[config.mk]
export PLATFORM = sky130hd
export DESIGN_NAME = sxl_core
export DESIGN_NICKNAME = d
export VERILOG_FILES = /design/src/hw/sxl_pkg.sv /design/src/hw/sxl_core.sv /design/src/hw/sxl_alu.sv /design/src/hw/sxl_slot_pick.sv
export VERILOG_INCLUDE_DIRS = /design/src /design/src/hw
export SDC_FILE = /design/constraint.sdc
export NUM_CORES = 1
export LEC_CHECK = 0
export ABC_AREA = 1
export BUFFER_PORTS_ARGS = -buffer_cell sky130_fd_sc_hd__buf_2
export CAP_MARGIN = 0
export CORE_ASPECT_RATIO = 1.5
export CORE_MARGIN = 8
export CORE_UTILIZATION = 45
export DETAILED_ROUTE_END_ITERATION = 8
export GPL_ROUTABILITY_DRIVEN = 0
export HOLD_SLACK_MARGIN = 0.15
export PLACE_DENSITY = 0.63
export SLEW_MARGIN = 20
export SYNTH_ARGS = -nofsm -noshare
export SYNTH_HDL_FRONTEND = slang
export SYNTH_SLANG_ARGS = --single-unit
[constraint.sdc]
create_clock -name clk -period 15.5 [get_ports clk]
set_input_delay 1.55 -clock clk [delete_from_list [all_inputs] [get_ports clk]]
set_output_delay 1.55 -clock clk [all_outputs]
set_load 0.01 [all_outputs]
[src/hw/sxl_map.svh]
`ifndef SXL_MAP_SVH
`define SXL_MAP_SVH

// Register byte offsets
`define SXL_OFF_CMD 12'h000
`define SXL_OFF_STAT 12'h004
`define SXL_OFF_ACC 12'h008
`define SXL_OFF_IDX 12'h00C
`define SXL_OFF_STK 12'h010
`define SXL_OFF_PC 12'h014

// Command word fields
`define SXL_CMD_OP_LSB 0
`define SXL_CMD_OP_MSB 4
`define SXL_CMD_MODE_LSB 5
`define SXL_CMD_MODE_MSB 6
`define SXL_CMD_IMM_LSB 8
`define SXL_CMD_IMM_MSB 15
`define SXL_CMD_EXT_LSB 16
`define SXL_CMD_EXT_MSB 31

// Condition code bit positions
`define SXL_CC_E 7
`define SXL_CC_F 6
`define SXL_CC_H 5
`define SXL_CC_I 4
`define SXL_CC_N 3
`define SXL_CC_Z 2
`define SXL_CC_V 1
`define SXL_CC_C 0

// Reset values
`define SXL_RST_CC 8'h50
`define SXL_RST_BYTE 8'h00
`define SXL_RST_WORD 16'h0000

// Stack byte slots, in push order
`define SXL_SLOT_PCL 4'h0
`define SXL_SLOT_PCH 4'h1
`define SXL_SLOT_OSL 4'h2
`define SXL_SLOT_OSH 4'h3
`define SXL_SLOT_YL 4'h4
`define SXL_SLOT_YH 4'h5
`define SXL_SLOT_XL 4'h6
`define SXL_SLOT_XH 4'h7
`define SXL_SLOT_DP 4'h8
`define SXL_SLOT_B 4'h9
`define SXL_SLOT_A 4'hA
`define SXL_SLOT_CC 4'hB
`define SXL_SLOTS_ALL 12'hFFF
`define SXL_SLOTS_NO_CC 12'h7FF
`define SXL_SLOTS_PC 12'h003
`define SXL_SLOTS_CC 12'h800

`endif

[src/hw/sxl_pkg.sv]
package sxl_pkg;

   typedef enum logic [4:0] {
      op_or_into_accumulator_a = 5'h00,
      op_or_into_accumulator_b = 5'h01,
      op_or_condition_codes = 5'h02,
      op_push_hardware_stack = 5'h03,
      op_push_second_stack = 5'h04,
      op_pull_hardware_stack = 5'h05,
      op_pull_second_stack = 5'h06,
      op_rotate_left_nine_bit_a = 5'h07,
      op_rotate_left_nine_bit_b = 5'h08,
      op_rotate_left_nine_bit_mem = 5'h09,
      op_rotate_right_nine_bit_a = 5'h0A,
      op_rotate_right_nine_bit_b = 5'h0B,
      op_rotate_right_nine_bit_mem = 5'h0C,
      op_return_from_interrupt = 5'h0D,
      op_exception_stack = 5'h0E
   } sxl_op_type;

   typedef enum logic [1:0] {
      mode_immediate = 2'h0,
      mode_direct = 2'h1,
      mode_indexed = 2'h2,
      mode_extended = 2'h3
   } sxl_mode_type;

   typedef enum logic [1:0] {
      st_idle,
      st_read,
      st_write,
      st_stack
   } sxl_state_type;

   typedef struct packed {
      logic req;
      logic we;
      logic [15:0] addr;
      logic [7:0] wdata;
   } sxl_mem_req_type;

   typedef struct packed {
      logic [7:0] value;
      logic [7:0] cc;
   } sxl_alu_out_type;

endpackage

[src/hw/sxl_core.sv]
// Function
// - OR memory into selected accumulator
// - OR sets N, Z, clears V
// - OR operand immediate, direct, indexed, extended
// - OR immediate byte into condition codes
// - Mask byte selects any register subset
// - Push tests mask bit seven downward
// - Decrement first; low byte before high
// - Hardware push never stores own pointer
// - Pull tests bit zero upward, post-increment
// - Second stack pull never reloads itself
// - Only pulled condition codes change flags
// - Rotate left through carry, V=b7^b6
// - Rotate right through carry, V kept
// - Rotate accumulator or direct/indexed/extended memory
// - Return pulls codes, then full state when entire flag set
// - Entire flag clear: pull program counter only
// - Exception stacking sets entire flag first
`include "sxl_map.svh"

module sxl_core (
   // Clock and reset
   input wire logic clk,
   input wire logic reset,
   // APB register port
   input wire logic psel,
   input wire logic penable,
   input wire logic pwrite,
   input wire logic [11:0] paddr,
   input wire logic [31:0] pwdata,
   output logic [31:0] prdata,
   output logic pready,
   output logic pslverr,
   // Byte memory port
   output sxl_pkg::sxl_mem_req_type mem_out,
   input wire logic [7:0] mem_rdata,
   input wire logic mem_ack
);

   sxl_pkg::sxl_state_type state_q;
   sxl_pkg::sxl_op_type op_q;
   sxl_pkg::sxl_mem_req_type mem_q;
   logic [15:0] ea_q;
   logic [11:0] pending_q;
   logic pull_q;
   logic use_u_q;
   logic rti_first_q;
   logic [31:0] prdata_q;
   logic [7:0] a_q, b_q, dp_q, cc_q;
   logic [15:0] x_q, y_q, u_q, s_q, pc_q;

   logic apb_acc;
   logic busy;
   logic err;
   logic cmd_ok;
   logic start;
   logic reg_wr;
   logic mem_done;
   sxl_pkg::sxl_op_type cmd_op;
   sxl_pkg::sxl_mode_type cmd_mode;
   logic [7:0] cmd_imm;
   logic [15:0] cmd_ea;
   logic [11:0] cmd_pending;
   logic [11:0] pending_left;
   logic [15:0] ptr;
   logic [15:0] other;
   logic [15:0] ptr_step;
   logic [7:0] slot_byte;
   logic pick_found;
   logic [3:0] pick_slot;
   sxl_pkg::sxl_op_type alu_op;
   logic [7:0] alu_a;
   logic [7:0] alu_b;
   sxl_pkg::sxl_alu_out_type alu_res;

   // APB decode
   assign apb_acc = psel & penable;
   assign pready = apb_acc;
   assign pslverr = apb_acc & err;
   assign prdata = prdata_q;
   assign busy = (state_q != sxl_pkg::st_idle);
   assign start = apb_acc & pwrite & ~err & (paddr == `SXL_OFF_CMD);
   assign reg_wr = apb_acc & pwrite & ~err & (paddr != `SXL_OFF_CMD);
   assign mem_done = mem_q.req & mem_ack;
   assign mem_out = mem_q;

   assign cmd_op = sxl_pkg::sxl_op_type'(pwdata[`SXL_CMD_OP_MSB:`SXL_CMD_OP_LSB]);
   assign cmd_mode = sxl_pkg::sxl_mode_type'(pwdata[`SXL_CMD_MODE_MSB:`SXL_CMD_MODE_LSB]);
   assign cmd_imm = pwdata[`SXL_CMD_IMM_MSB:`SXL_CMD_IMM_LSB];

   // Mask bit 7 covers the first two push slots, bit 0 the last
   assign cmd_pending = {cmd_imm[0], cmd_imm[1], cmd_imm[2], cmd_imm[3], cmd_imm[4], cmd_imm[4],
                         cmd_imm[5], cmd_imm[5], cmd_imm[6], cmd_imm[6], cmd_imm[7], cmd_imm[7]};

   always_comb begin
      unique case (cmd_mode)
         sxl_pkg::mode_direct: cmd_ea = {dp_q, cmd_imm};
         sxl_pkg::mode_indexed: cmd_ea = x_q + {{8{cmd_imm[7]}}, cmd_imm};
         sxl_pkg::mode_extended: cmd_ea = pwdata[`SXL_CMD_EXT_MSB:`SXL_CMD_EXT_LSB];
         sxl_pkg::mode_immediate: cmd_ea = 16'h0000;
      endcase
   end

   always_comb begin
      case (cmd_op)
         sxl_pkg::op_rotate_left_nine_bit_mem, sxl_pkg::op_rotate_right_nine_bit_mem:
            cmd_ok = (cmd_mode != sxl_pkg::mode_immediate);
         sxl_pkg::op_or_into_accumulator_a, sxl_pkg::op_or_into_accumulator_b,
         sxl_pkg::op_or_condition_codes, sxl_pkg::op_push_hardware_stack,
         sxl_pkg::op_push_second_stack, sxl_pkg::op_pull_hardware_stack,
         sxl_pkg::op_pull_second_stack, sxl_pkg::op_rotate_left_nine_bit_a,
         sxl_pkg::op_rotate_left_nine_bit_b, sxl_pkg::op_rotate_right_nine_bit_a,
         sxl_pkg::op_rotate_right_nine_bit_b, sxl_pkg::op_return_from_interrupt,
         sxl_pkg::op_exception_stack:
            cmd_ok = 1'b1;
         default:
            cmd_ok = 1'b0;
      endcase
   end

   always_comb begin
      case (paddr)
         `SXL_OFF_CMD: err = pwrite & (busy | ~cmd_ok);
         `SXL_OFF_STAT: err = pwrite;
         `SXL_OFF_ACC, `SXL_OFF_IDX, `SXL_OFF_STK, `SXL_OFF_PC: err = pwrite & busy;
         default: err = 1'b1;
      endcase
   end

   // ALU operands: command word while idle, fetched byte afterwards
   assign alu_op = busy ? op_q : cmd_op;
   assign alu_b = busy ? mem_rdata : cmd_imm;
   always_comb begin
      case (alu_op)
         sxl_pkg::op_or_into_accumulator_b, sxl_pkg::op_rotate_left_nine_bit_b,
         sxl_pkg::op_rotate_right_nine_bit_b: alu_a = b_q;
         sxl_pkg::op_rotate_left_nine_bit_mem, sxl_pkg::op_rotate_right_nine_bit_mem: alu_a = mem_rdata;
         default: alu_a = a_q;
      endcase
   end

   sxl_alu u_alu (
      .op(alu_op),
      .opa(alu_a),
      .opb(alu_b),
      .cc(cc_q),
      .res(alu_res)
   );

   sxl_slot_pick #(.SLOTS(12)) u_pick (
      .pending(pending_q),
      .pull(pull_q),
      .found(pick_found),
      .slot(pick_slot)
   );

   // Active pointer and the opposite stack pointer
   assign ptr = use_u_q ? u_q : s_q;
   assign other = use_u_q ? s_q : u_q;
   assign ptr_step = pull_q ? ptr + 16'h0001 : ptr - 16'h0001;
   assign pending_left = pending_q & ~(12'h001 << pick_slot);

   always_comb begin
      unique case (pick_slot)
         `SXL_SLOT_PCL: slot_byte = pc_q[7:0];
         `SXL_SLOT_PCH: slot_byte = pc_q[15:8];
         `SXL_SLOT_OSL: slot_byte = other[7:0];
         `SXL_SLOT_OSH: slot_byte = other[15:8];
         `SXL_SLOT_YL: slot_byte = y_q[7:0];
         `SXL_SLOT_YH: slot_byte = y_q[15:8];
         `SXL_SLOT_XL: slot_byte = x_q[7:0];
         `SXL_SLOT_XH: slot_byte = x_q[15:8];
         `SXL_SLOT_DP: slot_byte = dp_q;
         `SXL_SLOT_B: slot_byte = b_q;
         `SXL_SLOT_A: slot_byte = a_q;
         default: slot_byte = cc_q;
      endcase
   end

   // Read data is captured in the setup phase
   always_ff @(posedge clk or posedge reset) begin
      if (reset) begin
         prdata_q <= 32'h00000000;
      end else if (psel && !penable) begin
         case (paddr)
            `SXL_OFF_CMD: prdata_q <= {ea_q, 11'h000, op_q};
            `SXL_OFF_STAT: prdata_q <= {19'h00000, pending_q, busy};
            `SXL_OFF_ACC: prdata_q <= {cc_q, dp_q, b_q, a_q};
            `SXL_OFF_IDX: prdata_q <= {y_q, x_q};
            `SXL_OFF_STK: prdata_q <= {s_q, u_q};
            `SXL_OFF_PC: prdata_q <= {16'h0000, pc_q};
            default: prdata_q <= 32'h00000000;
         endcase
      end
   end

   // Sequencer and memory request
   always_ff @(posedge clk or posedge reset) begin
      if (reset) begin
         state_q <= sxl_pkg::st_idle;
         op_q <= sxl_pkg::op_or_into_accumulator_a;
         mem_q <= '0;
         ea_q <= 16'h0000;
         pending_q <= 12'h000;
         pull_q <= 1'b0;
         use_u_q <= 1'b0;
         rti_first_q <= 1'b0;
      end else if (start) begin
         op_q <= cmd_op;
         ea_q <= cmd_ea;
         pull_q <= 1'b0;
         use_u_q <= 1'b0;
         rti_first_q <= 1'b0;
         pending_q <= 12'h000;
         case (cmd_op)
            sxl_pkg::op_or_into_accumulator_a, sxl_pkg::op_or_into_accumulator_b: begin
               if (cmd_mode != sxl_pkg::mode_immediate) begin
                  state_q <= sxl_pkg::st_read;
               end
            end
            sxl_pkg::op_rotate_left_nine_bit_mem, sxl_pkg::op_rotate_right_nine_bit_mem: begin
               state_q <= sxl_pkg::st_read;
            end
            sxl_pkg::op_push_hardware_stack, sxl_pkg::op_push_second_stack,
            sxl_pkg::op_pull_hardware_stack, sxl_pkg::op_pull_second_stack: begin
               pending_q <= cmd_pending;
               pull_q <= (cmd_op == sxl_pkg::op_pull_hardware_stack) ||
                         (cmd_op == sxl_pkg::op_pull_second_stack);
               use_u_q <= (cmd_op == sxl_pkg::op_push_second_stack) ||
                          (cmd_op == sxl_pkg::op_pull_second_stack);
               if (cmd_imm != 8'h00) begin
                  state_q <= sxl_pkg::st_stack;
               end
            end
            sxl_pkg::op_return_from_interrupt: begin
               pending_q <= `SXL_SLOTS_CC;
               pull_q <= 1'b1;
               rti_first_q <= 1'b1;
               state_q <= sxl_pkg::st_stack;
            end
            sxl_pkg::op_exception_stack: begin
               pending_q <= `SXL_SLOTS_ALL;
               state_q <= sxl_pkg::st_stack;
            end
            default: begin
            end
         endcase
      end else begin
         unique case (state_q)
            sxl_pkg::st_idle: begin
            end
            sxl_pkg::st_read: begin
               if (!mem_q.req) begin
                  mem_q.req <= 1'b1;
                  mem_q.we <= 1'b0;
                  mem_q.addr <= ea_q;
               end else if (mem_ack) begin
                  mem_q.req <= 1'b0;
                  if (op_q == sxl_pkg::op_rotate_left_nine_bit_mem ||
                      op_q == sxl_pkg::op_rotate_right_nine_bit_mem) begin
                     mem_q.wdata <= alu_res.value;
                     state_q <= sxl_pkg::st_write;
                  end else begin
                     state_q <= sxl_pkg::st_idle;
                  end
               end
            end
            sxl_pkg::st_write: begin
               if (!mem_q.req) begin
                  mem_q.req <= 1'b1;
                  mem_q.we <= 1'b1;
                  mem_q.addr <= ea_q;
               end else if (mem_ack) begin
                  mem_q.req <= 1'b0;
                  state_q <= sxl_pkg::st_idle;
               end
            end
            sxl_pkg::st_stack: begin
               if (!mem_q.req) begin
                  mem_q.req <= pick_found;
                  mem_q.we <= ~pull_q;
                  mem_q.addr <= pull_q ? ptr : ptr_step;
                  mem_q.wdata <= slot_byte;
               end else if (mem_ack) begin
                  mem_q.req <= 1'b0;
                  pending_q <= pending_left;
                  if (pending_left == 12'h000) begin
                     if (rti_first_q) begin
                        rti_first_q <= 1'b0;
                        pending_q <= mem_rdata[`SXL_CC_E] ? `SXL_SLOTS_NO_CC : `SXL_SLOTS_PC;
                     end else begin
                        state_q <= sxl_pkg::st_idle;
                     end
                  end
               end
            end
         endcase
      end
   end

   // Programmer model registers
   always_ff @(posedge clk or posedge reset) begin
      if (reset) begin
         a_q <= `SXL_RST_BYTE;
         b_q <= `SXL_RST_BYTE;
         dp_q <= `SXL_RST_BYTE;
         cc_q <= `SXL_RST_CC;
         x_q <= `SXL_RST_WORD;
         y_q <= `SXL_RST_WORD;
         u_q <= `SXL_RST_WORD;
         s_q <= `SXL_RST_WORD;
         pc_q <= `SXL_RST_WORD;
      end else if (reg_wr) begin
         case (paddr)
            `SXL_OFF_ACC: begin
               a_q <= pwdata[7:0];
               b_q <= pwdata[15:8];
               dp_q <= pwdata[23:16];
               cc_q <= pwdata[31:24];
            end
            `SXL_OFF_IDX: begin
               x_q <= pwdata[15:0];
               y_q <= pwdata[31:16];
            end
            `SXL_OFF_STK: begin
               u_q <= pwdata[15:0];
               s_q <= pwdata[31:16];
            end
            `SXL_OFF_PC: pc_q <= pwdata[15:0];
            default: begin
            end
         endcase
      end else if (start) begin
         case (cmd_op)
            sxl_pkg::op_or_into_accumulator_a, sxl_pkg::op_rotate_left_nine_bit_a,
            sxl_pkg::op_rotate_right_nine_bit_a: begin
               if (cmd_mode == sxl_pkg::mode_immediate || cmd_op != sxl_pkg::op_or_into_accumulator_a) begin
                  a_q <= alu_res.value;
                  cc_q <= alu_res.cc;
               end
            end
            sxl_pkg::op_or_into_accumulator_b, sxl_pkg::op_rotate_left_nine_bit_b,
            sxl_pkg::op_rotate_right_nine_bit_b: begin
               if (cmd_mode == sxl_pkg::mode_immediate || cmd_op != sxl_pkg::op_or_into_accumulator_b) begin
                  b_q <= alu_res.value;
                  cc_q <= alu_res.cc;
               end
            end
            sxl_pkg::op_or_condition_codes: cc_q <= alu_res.cc;
            sxl_pkg::op_exception_stack: cc_q[`SXL_CC_E] <= 1'b1;
            default: begin
            end
         endcase
      end else if (mem_done && state_q == sxl_pkg::st_read) begin
         case (op_q)
            sxl_pkg::op_or_into_accumulator_a: a_q <= alu_res.value;
            sxl_pkg::op_or_into_accumulator_b: b_q <= alu_res.value;
            default: begin
            end
         endcase
         cc_q <= alu_res.cc;
      end else if (mem_done && state_q == sxl_pkg::st_stack) begin
         if (use_u_q) begin
            u_q <= ptr_step;
         end else begin
            s_q <= ptr_step;
         end
         if (pull_q) begin
            // Pushes never touch the flags; pulls only via the CC slot
            unique case (pick_slot)
               `SXL_SLOT_PCL: pc_q[7:0] <= mem_rdata;
               `SXL_SLOT_PCH: pc_q[15:8] <= mem_rdata;
               `SXL_SLOT_OSL: begin
                  if (use_u_q) s_q[7:0] <= mem_rdata;
                  else u_q[7:0] <= mem_rdata;
               end
               `SXL_SLOT_OSH: begin
                  if (use_u_q) s_q[15:8] <= mem_rdata;
                  else u_q[15:8] <= mem_rdata;
               end
               `SXL_SLOT_YL: y_q[7:0] <= mem_rdata;
               `SXL_SLOT_YH: y_q[15:8] <= mem_rdata;
               `SXL_SLOT_XL: x_q[7:0] <= mem_rdata;
               `SXL_SLOT_XH: x_q[15:8] <= mem_rdata;
               `SXL_SLOT_DP: dp_q <= mem_rdata;
               `SXL_SLOT_B: b_q <= mem_rdata;
               `SXL_SLOT_A: a_q <= mem_rdata;
               default: cc_q <= mem_rdata;
            endcase
         end
      end
   end

endmodule

[src/hw/sxl_alu.sv]
`include "sxl_map.svh"

module sxl_alu (
   // Operation
   input sxl_pkg::sxl_op_type op,
   // Operands and flags
   input wire logic [7:0] opa,
   input wire logic [7:0] opb,
   input wire logic [7:0] cc,
   // Result and new flags
   output sxl_pkg::sxl_alu_out_type res
);

   always_comb begin
      res.value = opa | opb;
      res.cc = cc;
      case (op)
         sxl_pkg::op_or_into_accumulator_a, sxl_pkg::op_or_into_accumulator_b: begin
            res.value = opa | opb;
            res.cc[`SXL_CC_V] = 1'b0;
         end
         sxl_pkg::op_or_condition_codes: begin
            res.value = cc | opb;
         end
         sxl_pkg::op_rotate_left_nine_bit_a, sxl_pkg::op_rotate_left_nine_bit_b,
         sxl_pkg::op_rotate_left_nine_bit_mem: begin
            res.value = {opa[6:0], cc[`SXL_CC_C]};
            res.cc[`SXL_CC_C] = opa[7];
            res.cc[`SXL_CC_V] = opa[7] ^ opa[6];
         end
         sxl_pkg::op_rotate_right_nine_bit_a, sxl_pkg::op_rotate_right_nine_bit_b,
         sxl_pkg::op_rotate_right_nine_bit_mem: begin
            res.value = {cc[`SXL_CC_C], opa[7:1]};
            res.cc[`SXL_CC_C] = opa[0];
         end
         default: begin
            res.value = opa;
         end
      endcase
      if (op == sxl_pkg::op_or_condition_codes) begin
         res.cc = res.value;
      end else begin
         res.cc[`SXL_CC_N] = res.value[7];
         res.cc[`SXL_CC_Z] = (res.value == 8'h00);
      end
   end

endmodule

[src/hw/sxl_slot_pick.sv]
module sxl_slot_pick #(
   parameter int SLOTS = 12
) (
   // Outstanding byte slots and direction
   input wire logic [SLOTS-1:0] pending,
   input wire logic pull,
   // Chosen slot
   output logic found,
   output logic [3:0] slot
);

   // Push takes the lowest slot first, pull the highest first
   always_comb begin
      found = |pending;
      slot = 4'h0;
      for (int i = SLOTS - 1; i >= 0; i--) begin
         if (!pull && pending[i]) begin
            slot = 4'(i);
         end
      end
      for (int i = 0; i < SLOTS; i++) begin
         if (pull && pending[i]) begin
            slot = 4'(i);
         end
      end
   end

endmodule

# [After elaboration in Yosys (flattened, before gate mapping)]
# Index checks and enable logic that the tools add are counted.
[classes] addsub=3 mul=0 div_mod_pow=0 order_cmp=0 n_eq_ne=81 shift=1 n_mux=167 bitwise=19 reduce_logical=100
[ops] op="16-bit 2-to-1 mux" n=36
[ops] op="8-bit 2-to-1 mux" n=54
[ops] op="32-bit case mux with 6 select lines" n=1
[ops] op="4-bit 2-to-1 mux" n=25
[ops] op="8-bit case mux with 11 select lines" n=1
[ops] op="12-bit 2-to-1 mux" n=6
[ops] op="5-bit by 4-bit == test with 1-bit output, second input constant" n=14
[ops] op="16-bit case mux with 4 select lines" n=1
[ops] op="18-bit case mux with 3 select lines" n=1
[ops] op="6-bit AND reduction" n=8
[ops] op="12-bit case mux with 3 select lines" n=1
[ops] op="17-bit 2-to-1 mux" n=2
[ops] op="8-bit case mux with 2 select lines" n=2
[ops] op="8-bit case mux with 4 select lines" n=1
[ops] op="2-bit nonzero test" n=16
[ops] op="3-bit inequality test, second input constant" n=10
[ops] op="2-bit 2-to-1 mux" n=14
[ops] op="7-bit AND reduction" n=4
[ops] op="1-bit logical AND" n=27
[ops] op="5-bit by 3-bit == test with 1-bit output, second input constant" n=5
[ops] op="25-bit 2-to-1 mux" n=1
[ops] op="12-bit by 4-bit == test with 1-bit output, second input constant" n=2
[ops] op="12-bit by 5-bit == test with 1-bit output, second input constant" n=2
[ops] op="12-bit logical NOT" n=2
[ops] op="other kinds (60)" n=135
[totals] ff_bits=208 latchBits=0 mem_bits_rw=0 romBits=0 out_inout_bits=60 word_cells=396 memories=0

# [Depth between registers and ports, before layout]
[depth] word_depth=35 ltp_mapped=31 depth_no_buf=30

# [Modules after synthesis]
# A second synthesis with hierarchy kept.
[unflattened] cells_unflattened=2402 hier_area_um2=15870.2
[modules_own_cells] mod="sxl_core" instances=1 cells_each=2202 area_each_um2=14946.8 seq_area_each_um2=5207.5
[modules_own_cells] mod="sxl_alu" instances=1 cells_each=138 area_each_um2=645.6 seq_area_each_um2=0.0
[modules_own_cells] mod="sxl_slot_pick" instances=1 cells_each=62 area_each_um2=277.8 seq_area_each_um2=0.0

# [Worst setup path before layout]
# Ideal clock, no wire load.
[synth_path] path_kind="input to output" start="input paddr[7]" end="output pslverr" arrival_ps=2695 required_ps=13950 setup_slack_ps=11255 cell_stages=7 n_path_buf=0 path_cell_list="nor2_1 -> nand3_2 -> nor3_4 -> inv_2 -> nand3_1 -> a21boi_2 -> nor2_1"
[synth_via] elab_chain_cells=4 elab_cells_between_ends=9
[synth_lines] item="start, declared" line_no="sxl_core.sv:29" source="input wire logic [11:0] paddr,"
[synth_lines] item="12-bit by 5-bit == test with 1-bit output / 12-bit by 4-bit == test with 1-bit output (equally long branches)" line_no="sxl_core.sv:122" source="case (paddr)"
[synth_lines] item="4-bit OR reduction" line_no="sxl_core.sv:122"
[synth_lines] item="1-bit case mux with 3 select lines (*)" line_no="sxl_core.sv:122"
[synth_lines] item="1-bit bitwise AND (*)" line_no="sxl_core.sv:79" source="assign pslverr = apb_acc & err;"
[synth_lines] item="end, declared" line_no="sxl_core.sv:33" source="output logic pslverr,"
# Every way passes the cells marked *; elsewhere a longest branch is shown, timed or not.

# [Worst setup path after layout]
[layout_path] start="input paddr[1]" end="register dp_q[2]"
[layout_via] elab_chain_cells=8 elab_cells_between_ends=21
[layout_lines] item="12-bit by 5-bit == test with 1-bit output, or another cell as far along" line_no="sxl_core.sv:122"
[layout_lines] item="4-bit OR reduction" line_no="sxl_core.sv:122"
[layout_lines] item="1-bit case mux with 3 select lines" line_no="sxl_core.sv:122"
[layout_lines] item="1-bit NOT" line_no="sxl_core.sv:82, sxl_core.sv:83"
[layout_lines] item="1-bit bitwise AND" line_no="sxl_core.sv:82, sxl_core.sv:83"
[layout_lines] item="1-bit bitwise AND, on equally long branches" line_no="sxl_core.sv:83, sxl_core.sv:82"
[layout_lines] item="2-bit by 1-bit inequality test with 1-bit output (no line), or another cell as far along"
[layout_lines] item="6-bit AND reduction (no line)"
[layout_lines] item="end signal, assigned" line_no="sxl_core.sv:306" source="dp_q <= `SXL_RST_BYTE;"
[layout_lines] item="end signal, assigned" line_no="sxl_core.sv:318" source="dp_q <= pwdata[23:16];"
[layout_lines] item="end signal, assigned" line_no="sxl_core.sv:385" source="`SXL_SLOT_DP: dp_q <= mem_rdata;"
[layout_lines] item="end, declared" line_no="sxl_core.sv:49" source="logic [7:0] a_q, b_q, dp_q, cc_q;"
# Parallel ways exist; a longest one is shown, timed or not.
# A chain may end at the register's enable or synchronous reset.

==> results.json <==
{
  "status": "completed",
  "synth_common_cells": "nand2_1 (530), inv_1 (264), o21ai_0 (240)",
  "h-tree-depth": 1,
  "area_growth_pct": 10.65,
  "synth_top_area_share_pct": 34.01,
  "critical-path-top-delay-family": "simple AND/OR/NAND/NOR gates",
  "yosysSeqAreaShare_pct": 34.35,
  "cts.sink_count": 208,
  "start_util_pct": 45.46,
  "post-route-period-util_pct": 34.08,
  "total_power_uw": 1221,
  "antenna_found_initial": 5,
  "antenna_left": 0,
  "clkPwrFrac_pct": 46.5,
  "postCtsSetupBuffers": 0,
  "clk_pin_slew_ns": 0.07,
  "nets": 2396,
  "cap_violations": 0,
  "synthCells": 2239,
  "clock_skew_ns": 0.03281,
  "start_kind": "input port",
  "grt_pass1_wl_um": 109500,
  "multi_input_area_um2": 8452,
  "drcViolationCount": 0,
  "setup_viol": 0,
  "hold_path_class": "reg2reg",
  "wl_per_cell_um": 27.86,
  "core_area_um2": 33340,
  "firstDrtPassIters": 6,
  "drt_iter0_markers": 2596,
  "ys_top_cells_by_area": "dfrtp_1 (34%), nand2_1 (13%), o21ai_0 (7.9%)",
  "crit_type": "in2reg",
  "synth.net_count": 2328,
  "p_leak_uw": 0.008220,
  "portBuffers": 117,
  "async_flop_share_pct": 100.0,
  "yosysMostFrequentCell": "nand2_1",
  "dominantRegCellSynth": "dfrtp_1",
  "fillers": 3421,
  "netSwitchingPower_uw": 337.8,
  "relSlewSlack_pct": 22.91,
  "cp_cell_sequence": "buf_2 > nor2_1 > nand3_1 > nor3_4 > inv_2 > nand3_1 > a21boi_2 > nand2_2 > nor2_4 > buf_4 > inv_2 > buf_4 > nand2_1 > nand2_1 > inv_1 > o21ai_0",
  "ff2ff_path_depth": 18,
  "syn_area_um2": 15160,
  "cp_data_arrival_time_ns": 5.69,
  "grt_usage_pct": 37.47,
  "drt-total-wl_um": 76530,
  "ff_latch_area_um2": 5209,
  "hold_depth": 2,
  "grt_overflow": 0,
  "clock_path_buffers": 3,
  "cp_max_fo": 39,
  "first_global_vias": 16424,
  "post-dp-hpwl_um": 56230,
  "p_per_area_nw_per_um2": 72.79,
  "placed_area_um2": 16010,
  "p_sw_share_pct": 27.67,
  "cpPeakStageDelay_ns": 0.55,
  "hold_buffers": 0,
  "num_io_pins": 118,
  "cts_buffers": 23,
  "endpoint_kind": "register",
  "postLayoutCellArea_um2": 16770,
  "ys_ff_latch": 208,
  "yosys_warnings": 0,
  "avgViaCountPerCell": 6.400,
  "timing.critical_path.required_ns": 15.91,
  "cts_resized": 0,
  "power_frac_comb_pct": 9.0,
  "syn_area_per_cell_um2": 6.770,
  "die_w_um": 165.9,
  "clock-root-buffer": "clkbuf_16",
  "rsz0062_at_grt": "false",
  "p_seq_share_pct": 44.5,
  "drive_gt1_share_pct": 11.62,
  "crit_path_top_delay_cell": "nor3_4",
  "cts_tree": "built",
  "die_area_um2": 39940,
  "vias": 17582,
  "p_int_uw": 883.0,
  "tightest_slew_ns": 1.154,
  "ir_worst_vdd_mv": 0.08300,
  "synth_cell_types": 66,
  "rows": 82,
  "die_h_um": 240.8,
  "grt_max_degree": 81,
  "tns_ns": 0,
  "synth_area_leader_cell": "dfrtp_1",
  "final_util_pct": 50.30,
  "finalCriticalPeriod_ns": 5.282,
  "path_depth": 16,
  "path_buf_inv": 6,
  "hold_viol_final": 0,
  "slew_viol_final": 0,
  "fmaxAchievable_mhz": 189.3,
  "clock_latency_ns": 0.57,
  "synth-edff-count": 0
}
[final cells by class]
class | count | share of cell area [%]
repair buffers | 136 | 4.342
clock buffers | 30 | 3.887
clock inverters | 11 | 0.5819
diodes | 4 | 0.05968
flip-flops and latches | 208 | 31.06
multi-input cells | 1648 | 50.39
inverters | 290 | 6.550
well taps | 420 | 3.133
[power by group through the flow]
stage / registers [uW] / logic [uW] / clock network (uW)
after global routing: 544 / 116 / 589
after detailed placement: 554 / 103 / 0
final: 544 / 110 / 568
after CTS: 544 / 103 / 568
after global placement: 554 / 102 / 0
after floorplan: 554 / 57.1 / 0
[worst paths after layout]
kind                                  start  slack, ns           to
min in group asynchronous             reset       1.06   prdata[16]
worst max-delay path               paddr[1]      10.22      dp_q[2]
worst min register to register  mem_out[13]       0.48  mem_out[13]
max in group asynchronous             reset      13.02   mem_out[7]
worst max register to register       pull_q      11.19      u_q[15]
worst min-delay path            mem_out[13]       0.48  mem_out[13]
[sequential cells by signal, summed over array words and instances (netlist names)]
name,count
a_q,8
b_q,8
cc_q,8
dp_q,8
ea_q,16
mem_out,26
op_q,5
pc_q,16
pending_q,12
prdata,32
pull_q,1
rti_first_q,1
s_q,16
state_q,2
u_q,16
use_u_q,1
x_q,16
y_q,16
[per-stage QoR]
step                instances  setup slack [ns]  hold slack [ns]
global placement         2702             9.943           0.4582
global route             2745             10.16           0.4940
finish                   2747             10.22           0.4771
detailed placement       2702             10.01           0.4624
floorplan                2239             8.272           0.4508
CTS                      2743             10.40           0.4805
[kinds of logic after synthesis]
logic type               synth area share, %
multiplexers                          0.1403
AND/OR/NAND/NOR                        26.81
adder cells (fa/ha/maj)                2.658
flip-flops                             34.35
buffers and inverters                  10.01
AO/OA/AOI/OAI                          25.16
XOR/XNOR                              0.8667
[cells in the final DEF (no fill, tap or decap), types with 55 or more instances in the layout]
cell type  count
o21ai_0      240
a21oi_1      131
nand3_1       96
buf_2        117
nor2_1       215
inv_1        262
o22ai_1       70
nand2_1      530
dfrtp_1      205
o21ai_1       55
[routing by layer]
metal	up-vias	track usage, %	wire length, um
met2	1340	58.95	33450
met3	400	11.87	9453
li1	7716	-	-
met5	-	0	20
met1	8122	40.95	25560
met4	4	32.51	8051
[tightest hold or removal path: cells and delay by family (launching register included)]
| kind | cells | cell delay [ns] |
|---|---|---|
| simple gates | 2 | 0.10 |
| flops | 1 | 0.34 |
No activity file was read; power rests on OpenSTA's default activity.
